<file path="src/verilog/cartridge_transfer_pkg.sv">
package cartridge_transfer_pkg;

    // clock and lamp timing
    localparam int unsigned CLOCK_HZ           = 50000000;
    localparam int unsigned SLOW_BLINK_MS      = 1000;
    localparam int unsigned FAST_BLINK_MS      = 500;
    localparam int unsigned SLOW_BLINK_CYCLES  = CLOCK_HZ / 1000 * SLOW_BLINK_MS;
    localparam int unsigned FAST_BLINK_CYCLES  = CLOCK_HZ / 1000 * FAST_BLINK_MS;
    localparam int unsigned BLINK_CNT_W        = 26;

    // bank geometry: 16 blocks, 1024k bytes per bank
    localparam int unsigned BLOCKS_PER_BANK    = 16;
    localparam int unsigned BANK_BYTES         = 1024 * 1024;
    localparam int unsigned BLOCK_BYTES        = BANK_BYTES / BLOCKS_PER_BANK;
    localparam int unsigned BYTE_CNT_W         = 21;
    localparam int unsigned BLOCK_CNT_W        = 5;
    localparam int unsigned PREP_CYCLES        = 16;

    // switch group positions
    localparam int unsigned SW1_AUTO_LOAD      = 0;
    localparam int unsigned SW1_AUTO_BACKUP    = 1;
    localparam int unsigned SW1_MANUAL         = 2;
    localparam int unsigned SW1_CONTENT        = 3;
    localparam int unsigned SW2_TERM_WE        = 0;
    localparam int unsigned SW2_CART_WE        = 1;
    localparam int unsigned SW2_BANK           = 2;
    localparam int unsigned SW2_COMBINED       = 3;

    typedef enum logic [2:0]
    {
        PH_IDLE     = 3'b000,
        PH_PREPARE  = 3'b001,
        PH_TRANSMIT = 3'b010,
        PH_VERIFY   = 3'b011,
        PH_FINISHED = 3'b100,
        PH_ERROR    = 3'b101
    } phase_t;

    typedef enum logic [1:0]
    {
        ERR_NONE    = 2'b00,
        ERR_MODE    = 2'b01,
        ERR_PROTECT = 2'b10,
        ERR_DATA    = 2'b11
    } error_t;

endpackage

</file>
<file path="src/verilog/cartridge_transfer_control.sv">
// Operation
// - two four-switch groups on the cartridge are sampled at power-up
// - auto_load_select on copies cartridge data into the terminal
// - auto_backup_select on copies terminal data into the cartridge
// - manual_select on takes direction and bank from operator inputs
// - content_type off means screen data, on means system program
// - terminal_write_enable off forbids writes into the terminal
// - cartridge_write_enable off forbids writes into the cartridge
// - bank_select picks bank 0 or bank 1 for automatic transfers
// - combined_transfer moves program and screen in automatic modes only, ignoring type and bank
// - mode error unless exactly one mode switch is on
// - protect error when destination write enable forbids writing
// - data error when content kind mismatches the terminal area
// - combined backup: program to bank 0, screen to bank 1
// - combined load needs exactly one bank holding a program
// - writing one bank replaces it and leaves the other untouched
// - automatic transfer starts at power-up without operator action
// - phases preparing, transmitting, verifying, finished; bytes and blocks counted
// - lamp blinks 1 s preparing, 0.5 s transmit/verify, steady finished
// - system program loads only when target model matches
// - on error the buzzer sounds continuously and the lamp blinks
// - lamp stays off during a manual transfer
`timescale 1ns/100ps
module cartridge_transfer_control
(
    input  wire logic                                         clock_in,
    input  wire logic                                         reset_n_in,
    input  wire logic [3:0]                                   switch_group1_in,
    input  wire logic [3:0]                                   switch_group2_in,
    input  wire logic                                         manual_start_in,
    input  wire logic                                         manual_to_cartridge_in,
    input  wire logic                                         manual_bank_in,
    input  wire logic                                         manual_ack_in,
    input  wire logic                                         bank0_is_program_in,
    input  wire logic                                         bank1_is_program_in,
    input  wire logic                                         model_match_in,
    input  wire logic [7:0]                                   src_data_in,
    input  wire logic                                         src_valid_in,
    output logic                                              src_ready_out,
    output logic [7:0]                                        dst_data_out,
    output logic                                              dst_valid_out,
    input  wire logic                                         dst_ready_in,
    output logic                                              dst_is_cartridge_out,
    output logic                                              dst_bank_out,
    output logic                                              dst_is_program_out,
    output logic                                              verify_req_out,
    input  wire logic                                         verify_done_in,
    input  wire logic                                         verify_ok_in,
    output cartridge_transfer_pkg::phase_t                    phase_out,
    output cartridge_transfer_pkg::error_t                    error_out,
    output logic [cartridge_transfer_pkg::BYTE_CNT_W-1:0]     byte_count_out,
    output logic [cartridge_transfer_pkg::BLOCK_CNT_W-1:0]    block_count_out,
    output logic                                              status_lamp_out,
    output logic                                              buzzer_out
);
    import cartridge_transfer_pkg::*;

    typedef struct packed
    {
        logic                   sampled;
        logic [3:0]             sw1;
        logic [3:0]             sw2;
        phase_t                 phase;
        error_t                 error;
        logic                   manual;
        logic                   to_cart;
        logic                   bank;
        logic                   is_program;
        logic                   second_pass;
        logic [BYTE_CNT_W-1:0]  bytes;
        logic [BLOCK_CNT_W-1:0] blocks;
        logic [BYTE_CNT_W-1:0]  pass_bytes;
        logic [4:0]             prep_cnt;
        logic [BLINK_CNT_W-1:0] blink_cnt;
        logic                   lamp;
        logic                   buzzer;
        logic                   verify_req;
        logic                   dst_is_cart;
        logic                   dst_bank;
        logic                   dst_prog;
    } ctrl_state_t;

    ctrl_state_t st_r;
    ctrl_state_t st_nxt;
    logic        rst_n;
    logic [1:0]  rst_sync_r;
    logic        buf_in_ready;
    logic        buf_in_valid;
    logic [7:0]  buf_out_data;
    logic        buf_out_valid;
    logic        buf_out_ready;
    logic [BLINK_CNT_W-1:0] blink_period;
    logic        mode_err;
    logic        prot_err;
    logic        data_err;
    logic        dest_we;

    // reset release through two flops
    always_ff @(posedge clock_in or negedge reset_n_in)
    begin
        if (!reset_n_in)
        begin
            rst_sync_r <= 2'h0;
        end
        else
        begin
            rst_sync_r <= {rst_sync_r[0], 1'b1};
        end
    end
    assign rst_n = rst_sync_r[1];

    // data path: stall on the destination loses no word
    assign buf_in_valid  = src_valid_in && (st_r.phase == PH_TRANSMIT);
    assign buf_out_ready = dst_ready_in;

    word_skid_buffer u_buf
    (
        .clock_in      (clock_in),
        .reset_n_in    (rst_n),
        .in_data_in    (src_data_in),
        .in_valid_in   (buf_in_valid),
        .in_ready_out  (buf_in_ready),
        .out_data_out  (buf_out_data),
        .out_valid_out (buf_out_valid),
        .out_ready_in  (buf_out_ready)
    );

    // error checks on the held switch image
    always_comb
    begin
        mode_err = mode_err_now(st_r.sw1);
        dest_we  = st_r.to_cart ? st_r.sw2[SW2_CART_WE]
                                : st_r.sw2[SW2_TERM_WE];
        prot_err = !dest_we;
        data_err = 1'b0;
        if (!st_r.to_cart)
        begin
            if (st_r.sw2[SW2_COMBINED])
            begin
                data_err = bank0_is_program_in == bank1_is_program_in;
            end
            else
            begin
                // source kind must match the terminal area it lands in
                data_err = (st_r.bank ? bank1_is_program_in : bank0_is_program_in)
                           != st_r.is_program;
            end
            if (st_r.is_program && !model_match_in)
            begin
                data_err = 1'b1;
            end
        end
    end

    always_comb
    begin
        blink_period = (st_r.phase == PH_PREPARE) ? BLINK_CNT_W'(SLOW_BLINK_CYCLES)
                                                   : BLINK_CNT_W'(FAST_BLINK_CYCLES);
    end

    always_comb
    begin
        st_nxt = st_r;
        st_nxt.verify_req = 1'b0;
        if (!st_r.sampled)
        begin
            // first cycle after reset release only
            st_nxt.sampled = 1'b1;
            st_nxt.sw1 = switch_group1_in;
            st_nxt.sw2 = switch_group2_in;
        end
        else
        begin
            case (st_r.phase)
                PH_IDLE:
                begin
                    st_nxt.manual = st_r.sw1[SW1_MANUAL];
                    if (st_r.sw1[SW1_MANUAL] && !mode_err_now(st_r.sw1))
                    begin
                        if (manual_start_in)
                        begin
                            st_nxt.to_cart = manual_to_cartridge_in;
                            st_nxt.bank    = manual_bank_in;
                            st_nxt.is_program = st_r.sw1[SW1_CONTENT];
                            st_nxt.phase   = PH_PREPARE;
                        end
                    end
                    else
                    begin
                        // automatic modes start with no operator action
                        st_nxt.to_cart = st_r.sw1[SW1_AUTO_BACKUP];
                        st_nxt.is_program = st_r.sw1[SW1_CONTENT];
                        st_nxt.bank = st_r.sw2[SW2_BANK];
                        if (st_r.sw2[SW2_COMBINED])
                        begin
                            st_nxt.is_program = 1'b1;
                            st_nxt.bank = 1'b0;
                        end
                        if (st_r.sw1[SW1_AUTO_LOAD] || st_r.sw1[SW1_AUTO_BACKUP]
                            || mode_err_now(st_r.sw1))
                        begin
                            st_nxt.phase = PH_PREPARE;
                        end
                    end
                    st_nxt.prep_cnt = 5'h0;
                    st_nxt.second_pass = 1'b0;
                    st_nxt.bytes = '0;
                    st_nxt.blocks = '0;
                end
                PH_PREPARE:
                begin
                    st_nxt.prep_cnt = st_r.prep_cnt + 5'h1;
                    if (mode_err)
                    begin
                        st_nxt.error = ERR_MODE;
                        st_nxt.phase = PH_ERROR;
                    end
                    else if (prot_err)
                    begin
                        st_nxt.error = ERR_PROTECT;
                        st_nxt.phase = PH_ERROR;
                    end
                    else if (data_err)
                    begin
                        st_nxt.error = ERR_DATA;
                        st_nxt.phase = PH_ERROR;
                    end
                    else if (st_r.prep_cnt == 5'(PREP_CYCLES - 1))
                    begin
                        st_nxt.phase = PH_TRANSMIT;
                        st_nxt.pass_bytes = '0;
                        st_nxt.dst_is_cart = st_r.to_cart;
                        st_nxt.dst_prog = st_r.is_program;
                        // combined load: program goes from whichever bank holds it
                        if (st_r.sw2[SW2_COMBINED] && !st_r.manual && !st_r.to_cart)
                        begin
                            st_nxt.dst_bank = bank1_is_program_in;
                        end
                        else
                        begin
                            st_nxt.dst_bank = st_r.bank;
                        end
                    end
                end
                PH_TRANSMIT:
                begin
                    if (buf_out_valid && dst_ready_in)
                    begin
                        st_nxt.bytes = st_r.bytes + BYTE_CNT_W'(1);
                        st_nxt.pass_bytes = st_r.pass_bytes + BYTE_CNT_W'(1);
                        if (st_r.pass_bytes[15:0] == 16'hffff)
                        begin
                            st_nxt.blocks = st_r.blocks + BLOCK_CNT_W'(1);
                        end
                        if (st_r.pass_bytes == BYTE_CNT_W'(BANK_BYTES - 1))
                        begin
                            st_nxt.phase = PH_VERIFY;
                            st_nxt.verify_req = 1'b1;
                        end
                    end
                end
                PH_VERIFY:
                begin
                    if (verify_done_in)
                    begin
                        if (!verify_ok_in)
                        begin
                            st_nxt.error = ERR_DATA;
                            st_nxt.phase = PH_ERROR;
                        end
                        else if (st_r.sw2[SW2_COMBINED] && !st_r.manual && !st_r.second_pass)
                        begin
                            // second pass moves the screen data
                            st_nxt.second_pass = 1'b1;
                            st_nxt.phase = PH_TRANSMIT;
                            st_nxt.pass_bytes = '0;
                            st_nxt.dst_prog = 1'b0;
                            st_nxt.dst_bank = st_r.to_cart ? 1'b1 : ~st_r.dst_bank;
                        end
                        else
                        begin
                            st_nxt.phase = PH_FINISHED;
                        end
                    end
                end
                PH_FINISHED:
                begin
                    st_nxt.phase = PH_FINISHED;
                end
                PH_ERROR:
                begin
                    // manual protect error returns on acknowledge
                    if (st_r.manual && st_r.error == ERR_PROTECT && manual_ack_in)
                    begin
                        st_nxt.error = ERR_NONE;
                        st_nxt.phase = PH_IDLE;
                    end
                end
                default:
                begin
                    st_nxt.phase = PH_IDLE;
                end
            endcase
        end

        // lamp and buzzer
        st_nxt.buzzer = (st_nxt.phase == PH_ERROR);
        if (st_nxt.phase != st_r.phase)
        begin
            st_nxt.blink_cnt = '0;
        end
        else if (st_r.blink_cnt >= blink_period - BLINK_CNT_W'(1))
        begin
            st_nxt.blink_cnt = '0;
        end
        else
        begin
            st_nxt.blink_cnt = st_r.blink_cnt + BLINK_CNT_W'(1);
        end
        case (st_nxt.phase)
            PH_PREPARE, PH_TRANSMIT, PH_VERIFY:
            begin
                if (st_r.manual)
                begin
                    st_nxt.lamp = 1'b0;
                end
                else if (st_nxt.phase != st_r.phase)
                begin
                    st_nxt.lamp = 1'b1;
                end
                else if (st_r.blink_cnt >= blink_period - BLINK_CNT_W'(1))
                begin
                    st_nxt.lamp = ~st_r.lamp;
                end
            end
            PH_FINISHED:
            begin
                st_nxt.lamp = !st_r.manual;
            end
            PH_ERROR:
            begin
                if (st_nxt.phase != st_r.phase)
                begin
                    st_nxt.lamp = 1'b1;
                end
                else if (st_r.blink_cnt >= blink_period - BLINK_CNT_W'(1))
                begin
                    st_nxt.lamp = ~st_r.lamp;
                end
            end
            default:
            begin
                st_nxt.lamp = 1'b0;
            end
        endcase
    end

    function automatic logic mode_err_now(input logic [3:0] s);
        mode_err_now = ({1'b0, s[SW1_AUTO_LOAD]} + {1'b0, s[SW1_AUTO_BACKUP]}
                       + {1'b0, s[SW1_MANUAL]}) != 2'h1;
    endfunction

    always_ff @(posedge clock_in or negedge rst_n)
    begin
        if (!rst_n)
        begin
            // idle phase and no error both encode as zero
            st_r <= '0;
        end
        else
        begin
            st_r <= st_nxt;
        end
    end

    assign src_ready_out        = buf_in_ready && (st_r.phase == PH_TRANSMIT);
    assign dst_data_out         = buf_out_data;
    assign dst_valid_out        = buf_out_valid;
    assign dst_is_cartridge_out = st_r.dst_is_cart;
    assign dst_bank_out         = st_r.dst_bank;
    assign dst_is_program_out   = st_r.dst_prog;
    assign verify_req_out       = st_r.verify_req;
    assign phase_out            = st_r.phase;
    assign error_out            = st_r.error;
    assign byte_count_out       = st_r.bytes;
    assign block_count_out      = st_r.blocks;
    assign status_lamp_out      = st_r.lamp;
    assign buzzer_out           = st_r.buzzer;
endmodule

</file>
<file path="src/verilog/word_skid_buffer.sv">
`timescale 1ns/100ps
module word_skid_buffer
(
    input  wire logic       clock_in,
    input  wire logic       reset_n_in,
    input  wire logic [7:0] in_data_in,
    input  wire logic       in_valid_in,
    output logic            in_ready_out,
    output logic [7:0]      out_data_out,
    output logic            out_valid_out,
    input  wire logic       out_ready_in
);
    typedef struct packed
    {
        logic [1:0][7:0] word;
        logic            rd_idx;
        logic            wr_idx;
        logic [1:0]      count;
    } buf_state_t;

    buf_state_t st_r;
    buf_state_t st_nxt;

    always_comb
    begin
        st_nxt = st_r;
        if (in_valid_in && st_r.count != 2'h2)
        begin
            st_nxt.word[st_r.wr_idx] = in_data_in;
            st_nxt.wr_idx = ~st_r.wr_idx;
        end
        if (out_ready_in && st_r.count != 2'h0)
        begin
            st_nxt.rd_idx = ~st_r.rd_idx;
        end
        st_nxt.count = st_r.count
            + {1'b0, in_valid_in && st_r.count != 2'h2}
            - {1'b0, out_ready_in && st_r.count != 2'h0};
    end

    always_ff @(posedge clock_in or negedge reset_n_in)
    begin
        if (!reset_n_in)
        begin
            st_r <= '0;
        end
        else
        begin
            st_r <= st_nxt;
        end
    end

    assign in_ready_out  = st_r.count != 2'h2;
    assign out_valid_out = st_r.count != 2'h0;
    assign out_data_out  = st_r.word[st_r.rd_idx];
endmodule

</file>
<file path="config.mk">
export PLATFORM = sky130hd
export DESIGN_NAME = cartridge_transfer_control
export DESIGN_NICKNAME = d
export VERILOG_FILES = /design/src/verilog/cartridge_transfer_pkg.sv /design/src/verilog/cartridge_transfer_control.sv /design/src/verilog/word_skid_buffer.sv
export SDC_FILE = /design/constraint.sdc
export NUM_CORES = 1
export LEC_CHECK = 0
export CORE_ASPECT_RATIO = 2
export CORE_MARGIN = 2
export CORE_UTILIZATION = 33
export DETAILED_ROUTE_END_ITERATION = 10
export DONT_BUFFER_PORTS = 1
export GPL_ROUTABILITY_DRIVEN = 0
export MAX_ROUTING_LAYER = met4
export SLEW_MARGIN = 10
export SYNTH_ARGS = -nofsm -noshare
export SYNTH_HDL_FRONTEND = slang
export SYNTH_HIERARCHICAL = 1
export SYNTH_SLANG_ARGS = --single-unit
</file>
<file path="constraint.sdc">
create_clock -name clock_in -period 5 [get_ports clock_in]
set_clock_uncertainty 0.1 [all_clocks]
set_input_delay 0.5 -clock clock_in [delete_from_list [all_inputs] [get_ports clock_in]]
set_output_delay 0.5 -clock clock_in [all_outputs]
set_load 0.01 [all_outputs]
</file>
==> out/metrics.yaml <==
critical_path:
  crit_arrival_ns: 4.05
  worst-setup-path-type: "reg -> reg"
  start_kind: "flip-flop"
  worst_path_max_delay_cell: "or2b_2"
  worstPathRequired_ns: 5.20
  r2r-end: "status_lamp_out"
  worstRegToRegCells: 12
  cp_slowest_stage_delay_ns: 0.44
  crit_path_start: "phase_out[2]"
  crit_chain: "buf_4 -> nor2b_1 -> or2b_2 -> inv_1 -> ha_1 -> a21o_1 -> a2111oi_0 -> a21oi_1 -> xor2_1 -> a2111o_1 -> o2111a_1 -> a211o_1"
  end_kind: "flip-flop"
  critPathMaxFanout: 16
  r2r_setup_slack_ns: 1.15
  worstReg2RegStart: "phase_out[2]"
die:
  io_pins: 76
  die_w_microns: 106
  num_rows: 75
  dieArea_sq_mm: 0.0222
  coreArea_sq_mm: 0.0207
  initial_core_util_pct: 33.4
  die_y_microns: 209
global_route:
  grt_first_pass_wirelength_microns: 24300
  grt_remaining_overflow: 0
  antenna_found_initial: 0
  grt_usage_pct: 14.2
  grt_pass1_vias: 4625
  grt_max_degree: 64
clock_tree:
  clkLatencyLatePin_ns: 0.42
  clock-sinks: 125
  cts_root_buffer: "clkbuf_16"
  cts_resized: 0
  cts_max_level: 4
  path_clk_slew_ns: 0.07
  cts_tree: "built"
  cts_buffer_depth: 2
  cts-buffers-inserted: 17
final_layout:
  layoutNonFillerInstCount: 940
  n_fill_cell: 2060
  syn_to_final_growth_pct: 8.66
  nets: 705
  ff_latch_area_sq_mm: 0.00313
  num_antenna_cells: 0
  multi_input_area_sq_mm: 0.00334
  drive_gt1_share_pct: 14.8
timing:
  totalNegativeSetupSlack_ns: 0
  setup_viol: 0
  slew_headroom_pct: 44.6
  timing.hold.ws_ns: 0.121
  rsz0062_at_grt: "no"
  fmax_mhz: 260
  period_share_pct: 77.0
  finalHoldViolCount: 0
  worst_pin_slew_ns: 0.826
  finalMaxSlewViolations: 0
  period_needed_ns: 3.85
logic_synthesis:
  synth_seq_cells: 125
  syn_area_sq_mm: 0.00692
  synth.distinct_cells: 79
  synthFlopType: "dfrtp_1"
  synth_seq_area_share_pct: 45.2
  yosysWarnings: 6
  async_flop_share_pct: 100
  netlist_instances: 689
  synth-edff-count: 0
  syn_avg_cell_area_sq_um: 10.0
power:
  switching_share_pct: 33.1
  powerDensity_mw_per_mm2: 418
  power_leakage_nw: 3.43
  sequentialPowerShare_pct: 41.1
  p_clk_share_pct: 38.5
  pwr-share-comb_pct: 20.4
  ir_drop_v: 0.000276
  switchingPower_w: 0.00104
  internal_power_w: 0.00210
drt:
  wl_per_cell_microns: 15.6
  drtAntennaViolNets: 0
  finalWirelength_microns: 14700
  vias: 4769
  drt_iter0_drc: 265
  drc_errors: 0
  via_per_inst: 5.07
  drtPass1Iterations: 4
placed_design:
  port_buffers: 0
  dpl.hpwl_microns: 10200
  place_inst: 907
min_path:
  hp-start: "src_data_in[0]"
  hold_end: "u_buf/st_r[12]"
  hp-class: "in -> reg"
  holdPathStages: 1
flow_run:
  cap_violations: 0
status:
  status: "completed"
## critical path: cells and delay by family (launching register included)
family	cells	cell delay [ns]
AO/OA/AOI/OAI	6	1.53
AND/OR/NAND/NOR	2	0.85
flip-flops	1	0.36
buffers and inverters	2	0.43
adder cells (fa/ha/maj)	1	0.29
XOR/XNOR	1	0.16
## logic make-up (layout without fill, tap and decap cells)
logic type	after synthesis	in the layout	share of synthesized area, %
AND/OR/NAND/NOR	284	284	21.7
flip-flops	125	125	45.2
AO/OA/AOI/OAI	86	86	8.35
buffers and inverters	76	57	6.58
XOR/XNOR	61	61	7.72
multiplexers	38	38	7.00
adder cells (fa/ha/maj)	18	18	3.36
other	1	2	0.0542
## metal layers
layer / vias to the layer above / share of wire [%] / global-route usage (%)
met3: 17 / 6.3 / 4.21
li1: 2297 / - / -
met4: 0 / 1.4 / 4.26
met1: 2331 / 46 / 18.6
met5: - / 0 / -
met2: 124 / 46 / 21.1
## cell type report
class / count / share of cell area [%]
clock inverters: 15 / 2.06
multi-input cells: 489 / 44.4
repair buffers: 9 / 0.932
clock buffers: 17 / 5.66
inverters: 16 / 0.799
well taps: 269 / 4.48
flip-flops and latches: 125 / 41.6
## per-stage QoR
| step | total power, W | instance area, sq um | worst slack [ns] | util, % |
|---|---|---|---|---|
| after global placement | 0.00193 | 6930 | 1.30 | 33.4 |
| after detailed placement | 0.00195 | 6930 | 1.17 | 33.4 |
| final | 0.00314 | 7520 | 1.15 | 36.3 |
| after CTS | 0.00319 | 7520 | 1.15 | 36.3 |
| after global routing | 0.00333 | 7520 | 0.819 | 36.3 |
| after floorplan | 0.00182 | 6930 | 1.16 | - |
## power by group through the flow
stage / registers (W) / clock network (W) / logic [W]
2_1_floorplan: 0.00125 / 0 / 0.000573
3_3_place_gp: 0.00131 / 0 / 0.000625
3_5_place_dp: 0.00131 / 0 / 0.000643
4_1_cts: 0.00129 / 0.00125 / 0.000648
5_1_grt: 0.00132 / 0.00129 / 0.000720
6_report: 0.00129 / 0.00121 / 0.000640
## flip-flops by register name (all words and copies together), names as in the netlist
name,flops
error_out,2
dst_is_program_out,1
rst_sync_r,2
u_buf/st_r,20
dst_is_cartridge_out,1
phase_out,3
byte_count_out,21
st_r,66
block_count_out,5
status_lamp_out,1
buzzer_out,1
verify_req_out,1
dst_bank_out,1
## how the worst max path moves through the flow
stage	to	slack [ns]	cells after the start
finish	status_lamp_out	1.15	12
global route	status_lamp_out	0.82	12
CTS	status_lamp_out	1.15	12
detailed placement	status_lamp_out	1.17	12
global placement	status_lamp_out	1.30	12
floorplan	block_count_out[0]	1.16	0
## cell usage in the layout, fill, tap and decap left out, drive strengths merged, types with 3 or more instances in the layout
cell type / netlist / routed
clkbuf: 17 / 17
xor2: 45 / 45
a31oi: 8 / 8
a21oi: 14 / 14
ha: 17 / 17
nor2: 99 / 99
o21ai: 34 / 34
nand3: 44 / 44
and2: 6 / 6
a21o: 3 / 3
dfrtp: 125 / 125
buf: 43 / 8
nor2b: 5 / 5
nor3: 7 / 7
xnor2: 16 / 16
clkinv: 0 / 5
nand2b: 7 / 7
mux2: 35 / 35
or3: 3 / 3
and4: 6 / 6
inv: 16 / 23
and3: 18 / 18
or4b: 3 / 3
a22o: 7 / 7
mux2i: 3 / 3
or2: 3 / 3
nand4: 18 / 18
nand2: 47 / 47
## synth_stat cells (2+ instances only)
master	count	area, sq um
or3_1	3	18.8
o21ai_0	32	160
a21o_1	3	22.5
and2_1	5	31.3
inv_1	16	60.1
nor4_1	2	12.5
and3b_1	2	17.5
and3_1	17	106
xor2_1	45	394
mux2i_1	3	30.0
nor2_1	97	364
nor3b_1	2	15.0
mux2_4	16	240
buf_4	31	233
nand3_1	43	215
o22ai_1	2	12.5
xnor2_1	16	140
buf_6	5	56.3
a21oi_1	14	70.1
a22o_1	6	52.6
ha_1	17	213
nand4_1	18	113
nand2_1	46	173
nand2b_1	6	37.5
nor3_1	6	30.0
or2_2	3	18.8
dfrtp_1	125	3130
a2111oi_0	2	17.5
or4b_1	2	20.0
nand3b_1	2	15.0
nor2b_1	5	31.3
buf_1	3	11.3
and4_1	6	52.6
a31oi_1	8	50.1
mux2_2	19	214
buf_2	4	20.0
clkbuf_1	15	56.3
## what timing repair did
action / 4_1_cts / 5_1_grt
hold buffers: 1 / 0
hold endpoints to repair: 2 / 0
buffers inserted: 0 / 0
Power figures use the tool's default switching activity.
